===== src/verilog/cpu_clock_gen_pkg.sv =====
// Constants shared by the CPU clock generation and divider block
package cpu_clock_gen_pkg;

   // Register addresses on the special function register port
   localparam logic [7:0] TRIM_ADDR = 8'h96;
   localparam logic [7:0] DIVIDER_ADDR = 8'h95;
   localparam logic [7:0] AUX_ONE_ADDR = 8'ha2;

   // Field positions
   localparam int TRIM_CAL_MSB = 5;
   localparam int CLKOUT_EN_BIT = 6;
   localparam int RC_SEL_BIT = 7;
   localparam int LOW_POWER_BIT = 7;

   // Values after reset (trim calibration field comes from the factory store)
   localparam logic [1:0] TRIM_UPPER_RESET = 2'h0;
   localparam logic [7:0] DIVIDER_RESET = 8'h00;
   localparam logic LOW_POWER_RESET = 1'b0;
   localparam logic [7:0] READ_IDLE = 8'h00;

   // Wake-up delay in oscillator ticks
   localparam logic [9:0] XTAL_WAKE_OSC = 10'd992;
   localparam logic [9:0] RC_WAKE_OSC = 10'd224;

   // Extra wake-up time: least figure, rounded up to whole mclk cycles
   localparam int MCLK_PERIOD_PS = 8000;
   localparam int WAKE_EXTRA_US = 60;
   localparam int WAKE_EXTRA_CYCLES =
      (WAKE_EXTRA_US * 1000000 + MCLK_PERIOD_PS - 1) / MCLK_PERIOD_PS;

   // Oscillator source as configured at programming time
   typedef enum logic [2:0] {
      SRC_EXTERNAL = 3'h0,
      SRC_XTAL_LOW = 3'h1,
      SRC_XTAL_MED = 3'h2,
      SRC_XTAL_HIGH = 3'h3,
      SRC_RC = 3'h4,
      SRC_WATCHDOG = 3'h5
   } osc_source_e;

   // Wake-up sequencer states
   typedef enum logic [2:0] {
      WAKE_OSC = 3'b001,
      WAKE_TIME = 3'b010,
      WAKE_RUN = 3'b100
   } wake_state_e;

endpackage


===== src/verilog/cpu_clock_generation_divider.sv =====
// CPU clock generation: trim register, wake-up timer, divider and clock output
`timescale 1ns/10ps

module cpu_clock_generation_divider
   import cpu_clock_gen_pkg::*;
#(
   parameter int WAKE_EXTRA = cpu_clock_gen_pkg::WAKE_EXTRA_CYCLES
)
(
   // Clock and reset
   input wire logic mclk,
   input wire logic srst,
   // Special function register port
   input wire logic [7:0] sfr_addr,
   input wire logic sfr_wr,
   input wire logic sfr_rd,
   input wire logic [7:0] sfr_wdata,
   output logic [7:0] sfr_rdata,
   // Configuration and calibration
   input wire logic [5:0] factory_trim,
   input wire cpu_clock_gen_pkg::osc_source_e clock_source_cfg,
   // Oscillator sources
   input wire logic crystal_input_pin,
   input wire logic rc_osc_tick,
   input wire logic wdog_osc_tick,
   // Port logic sharing the crystal output pin
   input wire logic port_out_data,
   input wire logic port_out_en,
   // Crystal output pin
   output logic crystal_output_pin_o,
   output logic crystal_output_pin_oe,
   // Clock enables and status
   output logic oscillator_clock,
   output logic cpu_clock,
   output logic peripheral_clock,
   output logic clock_ready,
   output logic [5:0] rc_trim_value,
   output logic low_power_clock_select
);

   import cpu_clock_gen_pkg::*;

   logic [7:0] trim_reg;
   logic [7:0] divider_reg;
   logic low_power_reg;
   logic [7:0] rdata_reg;
   logic xin_s1_reg;
   logic xin_s2_reg;
   logic xin_s3_reg;
   logic src_rc_reg;
   logic [7:0] div_active_reg;
   logic [8:0] div_cnt_reg;
   logic clkout_reg;
   logic pclk_phase_reg;
   logic [9:0] wake_osc_reg;
   logic [15:0] wake_time_reg;
   wake_state_e state_reg;
   wake_state_e state_next;

   // Register decode
   wire wr_trim = sfr_wr && (sfr_addr == TRIM_ADDR);
   wire wr_div = sfr_wr && (sfr_addr == DIVIDER_ADDR);
   wire wr_aux = sfr_wr && (sfr_addr == AUX_ONE_ADDR);
   wire [7:0] read_mux = (sfr_addr == TRIM_ADDR) ? trim_reg :
                         (sfr_addr == DIVIDER_ADDR) ? divider_reg :
                         (sfr_addr == AUX_ONE_ADDR) ? {low_power_reg, 7'h00} : READ_IDLE;

   // Source classification
   wire cfg_xtal = (clock_source_cfg == SRC_XTAL_LOW) ||
                   (clock_source_cfg == SRC_XTAL_MED) ||
                   (clock_source_cfg == SRC_XTAL_HIGH);
   wire crystal_in_use = cfg_xtal && !src_rc_reg;
   wire xin_edge = xin_s2_reg && !xin_s3_reg;
   wire cfg_tick = (clock_source_cfg == SRC_RC) ? rc_osc_tick :
                   (clock_source_cfg == SRC_WATCHDOG) ? wdog_osc_tick : xin_edge;
   wire osc_tick = src_rc_reg ? rc_osc_tick : cfg_tick;

   // Divider terminal count: 2N-1 oscillator ticks, or every tick for N = 0
   wire [8:0] div_last = {div_active_reg, 1'b0} - 9'h001;
   wire div_term = (div_active_reg == 8'h00) || (div_cnt_reg == div_last);
   wire running = (state_reg == WAKE_RUN);
   wire cpu_tick = running && osc_tick && div_term;
   wire [9:0] wake_limit = cfg_xtal ? XTAL_WAKE_OSC : RC_WAKE_OSC;

   // Register file; the trim field reloads from calibration on every reset
   always_ff @(posedge mclk)
   begin
      if (srst)
      begin
         trim_reg <= {TRIM_UPPER_RESET, factory_trim};
         divider_reg <= DIVIDER_RESET;
         low_power_reg <= LOW_POWER_RESET;
      end
      else
      begin
         if (wr_trim)
            trim_reg <= sfr_wdata;
         if (wr_div)
            divider_reg <= sfr_wdata;
         if (wr_aux)
            low_power_reg <= sfr_wdata[LOW_POWER_BIT];
      end
   end

   // Read data is registered so the bus sees a flop, not the decode tree
   always_ff @(posedge mclk)
   begin
      if (srst)
         rdata_reg <= READ_IDLE;
      else if (sfr_rd)
         rdata_reg <= read_mux;
   end

   // Crystal pin synchroniser; the third stage only feeds the edge detector
   always_ff @(posedge mclk)
   begin
      xin_s1_reg <= crystal_input_pin;
      xin_s2_reg <= xin_s1_reg;
      xin_s3_reg <= xin_s2_reg;
   end

   // Wake-up sequencer next state
   always_comb
   begin
      state_next = state_reg;
      unique case (state_reg)
         WAKE_OSC:
            if (osc_tick && (wake_osc_reg == wake_limit - 10'h001))
               state_next = WAKE_TIME;
         WAKE_TIME:
            if (wake_time_reg == 16'(WAKE_EXTRA - 1))
               state_next = WAKE_RUN;
         WAKE_RUN:
            state_next = WAKE_RUN;
      endcase
   end

   // Wake-up counters: oscillator ticks first, then a fixed mclk interval
   always_ff @(posedge mclk)
   begin
      if (srst)
      begin
         state_reg <= WAKE_OSC;
         wake_osc_reg <= 10'h000;
         wake_time_reg <= 16'h0000;
      end
      else
      begin
         state_reg <= state_next;
         if (state_reg == WAKE_OSC && osc_tick)
            wake_osc_reg <= wake_osc_reg + 10'h001;
         if (state_reg == WAKE_TIME)
            wake_time_reg <= wake_time_reg + 16'h0001;
      end
   end

   // Divider and source selection; once running, both only move at a CPU tick so no short
   // period ever reaches the CPU, at the cost of a slow divider settling late
   always_ff @(posedge mclk)
   begin
      if (srst)
      begin
         src_rc_reg <= 1'b0;
         div_active_reg <= DIVIDER_RESET;
         div_cnt_reg <= 9'h000;
      end
      else if (!running || cpu_tick)
      begin
         src_rc_reg <= trim_reg[RC_SEL_BIT];
         div_active_reg <= divider_reg;
         div_cnt_reg <= 9'h000;
      end
      else if (osc_tick)
         div_cnt_reg <= div_cnt_reg + 9'h001;
   end

   // Clock output toggles per CPU tick; peripheral phase halves the CPU rate
   always_ff @(posedge mclk)
   begin
      if (srst)
      begin
         clkout_reg <= 1'b0;
         pclk_phase_reg <= 1'b0;
      end
      else if (cpu_tick)
      begin
         clkout_reg <= !clkout_reg;
         pclk_phase_reg <= !pclk_phase_reg;
      end
   end

   // Pin sharing: never fight the crystal amplifier while it is in use
   wire clkout_on = trim_reg[CLKOUT_EN_BIT] && !crystal_in_use;
   wire port_on = port_out_en && !crystal_in_use && !trim_reg[CLKOUT_EN_BIT];
   assign crystal_output_pin_oe = clkout_on || port_on;
   assign crystal_output_pin_o = clkout_on ? clkout_reg : (port_on && port_out_data);

   // Outputs
   assign sfr_rdata = rdata_reg;
   assign oscillator_clock = osc_tick;
   assign cpu_clock = cpu_tick;
   assign peripheral_clock = cpu_tick && pclk_phase_reg;
   assign clock_ready = running;
   assign rc_trim_value = trim_reg[TRIM_CAL_MSB:0];
   assign low_power_clock_select = low_power_reg;

   // Helper: oscillator ticks since the last CPU tick, for the period check
   logic [8:0] gap_reg;
   always_ff @(posedge mclk)
   begin
      if (srst || !running)
         gap_reg <= 9'h000;
      else if (osc_tick)
         gap_reg <= cpu_tick ? 9'h000 : gap_reg + 9'h001;
   end
endmodule


===== config.mk =====
export PLATFORM = sky130hd
export DESIGN_NAME = cpu_clock_generation_divider
export DESIGN_NICKNAME = d
export VERILOG_FILES = /design/src/verilog/cpu_clock_gen_pkg.sv /design/src/verilog/cpu_clock_generation_divider.sv
export SDC_FILE = /design/constraint.sdc
export NUM_CORES = 1
export LEC_CHECK = 0
export BUFFER_PORTS_ARGS = -buffer_cell sky130_fd_sc_hd__buf_2
export CAP_MARGIN = 20
export CORE_UTILIZATION = 51
export CTS_BUF_LIST = sky130_fd_sc_hd__clkbuf_16
export DETAILED_ROUTE_END_ITERATION = 8
export PLACE_DENSITY = 0.74
export SYNTH_ARGS = -nofsm -noshare
export SYNTH_HDL_FRONTEND = slang
export SYNTH_SLANG_ARGS = --single-unit

===== constraint.sdc =====
create_clock -name mclk -period 2.3 [get_ports mclk]
set_input_delay 0.23 -clock mclk [delete_from_list [all_inputs] [get_ports mclk]]
set_output_delay 0.23 -clock mclk [all_outputs]
set_load 0.05 [all_outputs]

==> out/qor.txt, run 1 <==
Outcome = complete, but fails checks
Violated checks = negative setup slack
Worst path required time = 2.07 ns
Worst min-delay path category = input pin to flop
Worst setup startpoint = div_active_reg[2]
Final period utilization = 114%
CTS tree = done
Drt wl/cell = 14.4 um
Final setup margin = -0.322 ns
Largest net degree at the start of global routing = 42
Slew HR = 61.7%
Post-synthesis cell area = 0.00369 sq mm
Crit path cell chain = or3_4 -> or4_4 -> a21oi_4 -> nand4_4 -> a211oi_4 -> and2_4 -> buf_8
Final wirelength = 8330 um
Dominant synthesized flop cell = dfxtp_1
Setup violators final = 22
Initial core utilization = 53.4%
Syn_area_per_cell = 8.96 sq um
Top delay family on crit path = simple AND/OR/NAND/NOR gates
Fin crit period = 2.62 ns
Root Driver = clkbuf_16
Number of synthesized flops with an enable pin = 6
Multi-input logic area = 0.00204 sq mm
Antenna violations before repair = 0
Synth Warn # = 0
Sequential fraction of the synthesis area = 43.4%
Synth unique cells = 52
Crit-path slowest cell = or4_4
Die Wd = 87.1 um
Port Buf Inserts = 54
Peak VDD IR = 0.000343 V
Die height = 87.1 um
FFs w/ async S/R, synth = 0%
Max Slew Vio Count = 0
Top cells by count, synth = dfxtp_1, nor2_1, nand2_1
Fill count = 566
Final hold vios = 0
Skew-Pair Late Insertion Delay = 0.33 ns
Num Clock Sinks = 77
Total vias in the final route = 3163
Synthesis-to-layout area growth = 25.4%
Top cell type's share of synthesized area = 38.5%
Syn nets = 450
Final ANT Viol Nets = 0
Core area = 0.00691 sq mm
Yosys top cell by area = dfxtp_1
Critical Path AT = 2.39 ns
Number of global-route vias before repair = 3086
Die area = 0.00758 sq mm
Max Cap Viol = 0
RePlAce Congestion = 0.791
Worst setup EP type = primary output
Worst-Margin Slew = 0.574 ns
# IOs = 55
DR iter-0 viols = 100
Slowest Stage Delay on Critical Path = 0.51 ns
Total GRT Usage = 23.0%
Static Leak = 1.75 nW
Buf/Inv on CP = 1
Pre-antenna DRT Iters = 4
RSZ-0062 raised after global routing = yes
Layout cell share with drive strength beyond 1 = 25.0%
Htree depth = 3
Cts bufs inserted = 9
Hold path startpoint = sfr_wdata[5]
Peak Freq = 381 MHz
Number of remaining DRC errors = 0
Synthesized instance count = 412
Nets = 517
Post-DP HPWL = 5620 um
Critical Path Fanout Max = 4
Synthesized flop and latch total = 77
Largest cells by area after synthesis = dfxtp_1, nor2_1, edfxtp_1
Antenna diodes = 0
FF-to-FF Start = div_active_reg[2]
Crit start category = flop
Pwr Density = 698 mW/mm^2
First-pass GRT wire length = 13600 um
Utilization after layout = 67.0%
Count leader, synth = dfxtp_1
Routed vias/inst = 5.45
Clk pin slew, worst setup/hold paths = 0.06 ns
CP Class = flop to primary output
Max reg flops = 16
FF/Latch Area = 0.00160 sq mm
Placement Rows = 30
Setup Skew = 0.00806 ns
CTS max path bufs = 2
GRT overflow = 0
Worst slack, placed = -0.114 ns
[cells by family (layout without fill, tap and decap cells)]
| group | Yosys count | count (layout) | share of synthesized area (%) |
|---|---|---|---|
| buf+inv | 32 | 103 | 4.10 |
| mux | 23 | 23 | 6.54 |
| flops | 77 | 77 | 43.4 |
| xor+xnor | 38 | 38 | 9.02 |
| simple gates | 193 | 193 | 27.4 |
| fa+ha+maj | 4 | 4 | 1.36 |
| compound gates | 45 | 46 | 8.17 |
[where the power goes]
part	internal [W]	leakage, nW	total, W	switching, W
combinational	0.0000813	0.954	0.000245	0.000164
clock	0.00106	0.165	0.00159	0.000531
sequential	0.00138	0.634	0.00140	0.0000166
total	0.00252	1.75	0.00323	0.000712
[path summary, 6_finish.rpt]
check	end	slack [ns]	depth (start not counted)
max	peripheral_clock	-0.32	7
min	divider_reg[5]	0.16	3
max reg2reg	pclk_phase_reg	-0.24	8
min reg2reg	xin_s2_reg	0.33	0
[routing by layer]
| metal | GRT usage (%) | wire length, um | up-vias |
|---|---|---|---|
| li1 | - | - | 1570 |
| met5 | 0 | 0 | - |
| met2 | 41.5 | 4300 | 68 |
| met1 | 26.0 | 3560 | 1505 |
| met4 | 10.5 | 184 | 0 |
| met3 | 4.55 | 282 | 20 |
[tightest hold or removal path, delay by kind of cell]
family / cells / cell delay (ns)
AND/OR/NAND/NOR: 1 / 0.05
AO/OA/AOI/OAI: 1 / 0.05
buffers and inverters: 1 / 0.10
[repair_timing]
item                                    in CTS  in global routing
pin swaps                                    4                  3
endpoints found under the setup margin      16                 22
resized for setup                           10                  7
endpoints found under the hold margin        1                  0
hold buffers                                 1                  0
cloned                                       0                  1
buffers inserted                             3                  2
[through the flow]
step	cells	power [W]	instance area (sq um)	setup TNS, ns	hold slack (ns)
final	580	0.00323	4630	-2.76	0.159
after floorplan	412	0.00160	3730	-0.326	0.258
after global routing	580	0.00334	4630	-4.14	0.161
after detailed placement	557	0.00167	4150	-0.140	0.315
after global placement	557	0.00166	4150	-0.0699	0.315
after CTS	577	0.00325	4570	-1.46	0.156
[layout by cell type, fill, tap and decap left out, drive strengths merged, types with 6 or more instances in the layout]
| cell | synthesis | layout |
|---|---|---|
| xor2 | 19 | 19 |
| mux2 | 9 | 9 |
| nand4 | 7 | 7 |
| nand3 | 22 | 22 |
| mux2i | 14 | 14 |
| clkbuf | 11 | 9 |
| buf | 12 | 77 |
| nand2b | 21 | 21 |
| a21oi | 16 | 16 |
| nand2 | 31 | 31 |
| a22oi | 8 | 8 |
| inv | 9 | 11 |
| dfxtp | 71 | 71 |
| nor4 | 10 | 10 |
| nor2b | 7 | 7 |
| xnor2 | 19 | 19 |
| nor2 | 49 | 49 |
| and3 | 6 | 6 |
| a211oi | 10 | 10 |
| edfxtp | 6 | 6 |
| nor3 | 14 | 14 |
| or3 | 7 | 7 |
[area by class of cell]
class / instances / area share, %
repair buffers: 78 / 10.6
well taps: 96 / 2.60
clock inverters: 7 / 2.46
flip-flops and latches: 77 / 34.7
multi-input cells: 304 / 44.1
inverters: 9 / 0.730
clock buffers: 9 / 4.87
Power figures use the tool's default switching activity.
==> run 2: changes to the inputs <==
==> constraint.sdc (replaced) <==
create_clock -name mclk -period 2.3 [get_ports mclk]
set_input_delay 0.23 -clock mclk [delete_from_list [all_inputs] [get_ports mclk]]
set_output_delay 0.23 -clock mclk [all_outputs]
set_load 0.005 [all_outputs]
==> run 2 against run 1 <==
  * The run still ends with negative setup slack left
  * Worst setup slack gained 0.067 ns
  * Via count shrank 2.1%
  * Sequential power is essentially flat
  * Combinational power shrank 29%
  * Flip-flop and latch count is the same
  * Clock skew shrank 0.0036 ns
  * Worst hold slack lost 0.15 ns
  * Cell count shrank 0.86%
  * Highest routed layer unchanged
  * Critical endpoint unchanged
  * Fmax grew 2.6%
  * Core utilization shrank 2.0 points
==> out/qor.txt, run 2 (same netlist as run 1, synthesis figures left out) <==
Outcome = complete, but fails checks
Violated checks = negative setup slack
Utilization after layout = 65.0%
Final setup margin = -0.255 ns
Critical Path Fanout Max = 5
RePlAce Congestion = 0.851
Peak VDD IR = 0.000392 V
DR iter-0 viols = 132
Placement Rows = 30
Crit start category = flop
Skew-Pair Late Insertion Delay = 0.33 ns
Multi-input logic area = 0.00200 sq mm
FF/Latch Area = 0.00160 sq mm
Die area = 0.00758 sq mm
Critical Path AT = 2.32 ns
Num Clock Sinks = 77
Post-DP HPWL = 5370 um
Number of remaining DRC errors = 0
Antenna diodes = 0
Final period utilization = 111%
CTS tree = done
Slew HR = 62.9%
Core area = 0.00691 sq mm
Clk pin slew, worst setup/hold paths = 0.06 ns
Peak Freq = 391 MHz
Max Cap Viol = 0
Setup Skew = 0.00448 ns
Min Hold Slack = 0.0103 ns
Die height = 87.1 um
Total vias in the final route = 3096
RSZ-0062 raised after global routing = yes
Setup violators final = 13
# IOs = 55
Commonest non-fill, non-tap cell in the layout = dfxtp_1
Largest net degree at the start of global routing = 42
Layout cell share with drive strength beyond 1 = 23.6%
Worst-Margin Slew = 0.557 ns
TNS Setup = -1.83 ns
Initial core utilization = 53.4%
Worst min-delay path category = input pin to flop
Routed vias/inst = 5.38
Pre-antenna DRT Iters = 4
GRT overflow = 0
Die Wd = 87.1 um
Fin crit period = 2.55 ns
Number of global-route vias before repair = 2890
Htree depth = 3
Static Leak = 1.69 nW
CP Class = flop to primary output
Drt wl/cell = 14.1 um
Fill count = 565
Final wirelength = 8100 um
Total GRT Usage = 21.5%
Pwr Density = 654 mW/mm^2
Worst setup EP type = primary output
Port Buf Inserts = 54
Final ANT Viol Nets = 0
First-pass GRT wire length = 12700 um
Worst path required time = 2.07 ns
Root Driver = clkbuf_16
CTS max path bufs = 2
Cts bufs inserted = 9
Max reg flops = 16
Antenna violations before repair = 0
Synthesis-to-layout area growth = 21.7%
Nets = 512
Most frequent cells in the layout = dfxtp_1, buf_2, nor2_1, nand2_1, nand3_1
Worst slack, placed = -0.0946 ns
Final hold vios = 0
Max Slew Vio Count = 0
run 2: cell types whose count changed in the layout (fill, tap and decap cells not counted), moves of 2 or more:
cell / previous run / this run
buf_4: 21 / 15
buf_8: 2 / 0
buf_2: 52 / 54
buf_6: 1 / 3
mux2_2: 9 / 7
bufinv_16: 3 / 1
mux2_4: 0 / 2
run 2: timing repair:
action / in CTS / in global routing
resized for setup: 5 / 10
hold buffers: 0 / 0
buffers inserted: 2 / 2
hold endpoints to repair: 0 / 0
cloned: 0 / 2
setup endpoints to repair: 13 / 22
pin swaps: 6 / 2
run 2: area by class of cell:
class,instances,area share [%]
multi-input combinational,304,44.6
clock buffer,9,5.02
tap,96,2.68
inverter,9,0.753
timing repair buffer,73,9.73
sequential,77,35.7
clock inverter,7,1.48
run 2: final timing paths:
kind,start,to,slack [ns],depth (start not counted)
worst min register to register,xin_s1_reg,xin_s2_reg,0.33,0
worst max register to register,div_active_reg[2],clkout_reg,-0.21,8
worst min-delay path,crystal_input_pin,xin_s1_reg,0.01,1
worst max-delay path,div_active_reg[5],peripheral_clock,-0.25,5
run 2: metal layers:
metal / GRT usage, % / part of all wire [%] / wire length [um] / vias up
met5: 0 / 0 / 0 / -
met4: 8.03 / 0.91 / 74 / 0
met3: 4.55 / 3.0 / 241 / 6
met2: 38.7 / 52 / 4200 / 48
met1: 24.9 / 44 / 3590 / 1479
li1: - / - / - / 1563
run 2: worst max-delay path, cell delays in order, from the launching register on:
cell,delay (ns)
dfxtp_1,0.35
or4_1,0.53
or3_1,0.54
a211oi_2,0.31
and2_1,0.16
buf_2,0.11
run 2: report_power, final:
group          internal, W  switching [W]
registers          0.00138      0.0000161
logic            0.0000800      0.0000942
clock network     0.000832       0.000536
total              0.00229       0.000647
run 2: stage by stage:
| step | power [W] | instance area, sq um | cells |
|---|---|---|---|
| floorplan | 0.00153 | 3690 | 412 |
| global placement | 0.00159 | 4090 | 553 |
| detailed placement | 0.00160 | 4090 | 553 |
| CTS | 0.00296 | 4410 | 571 |
| global route | 0.00304 | 4490 | 575 |
| finish | 0.00294 | 4490 | 575 |
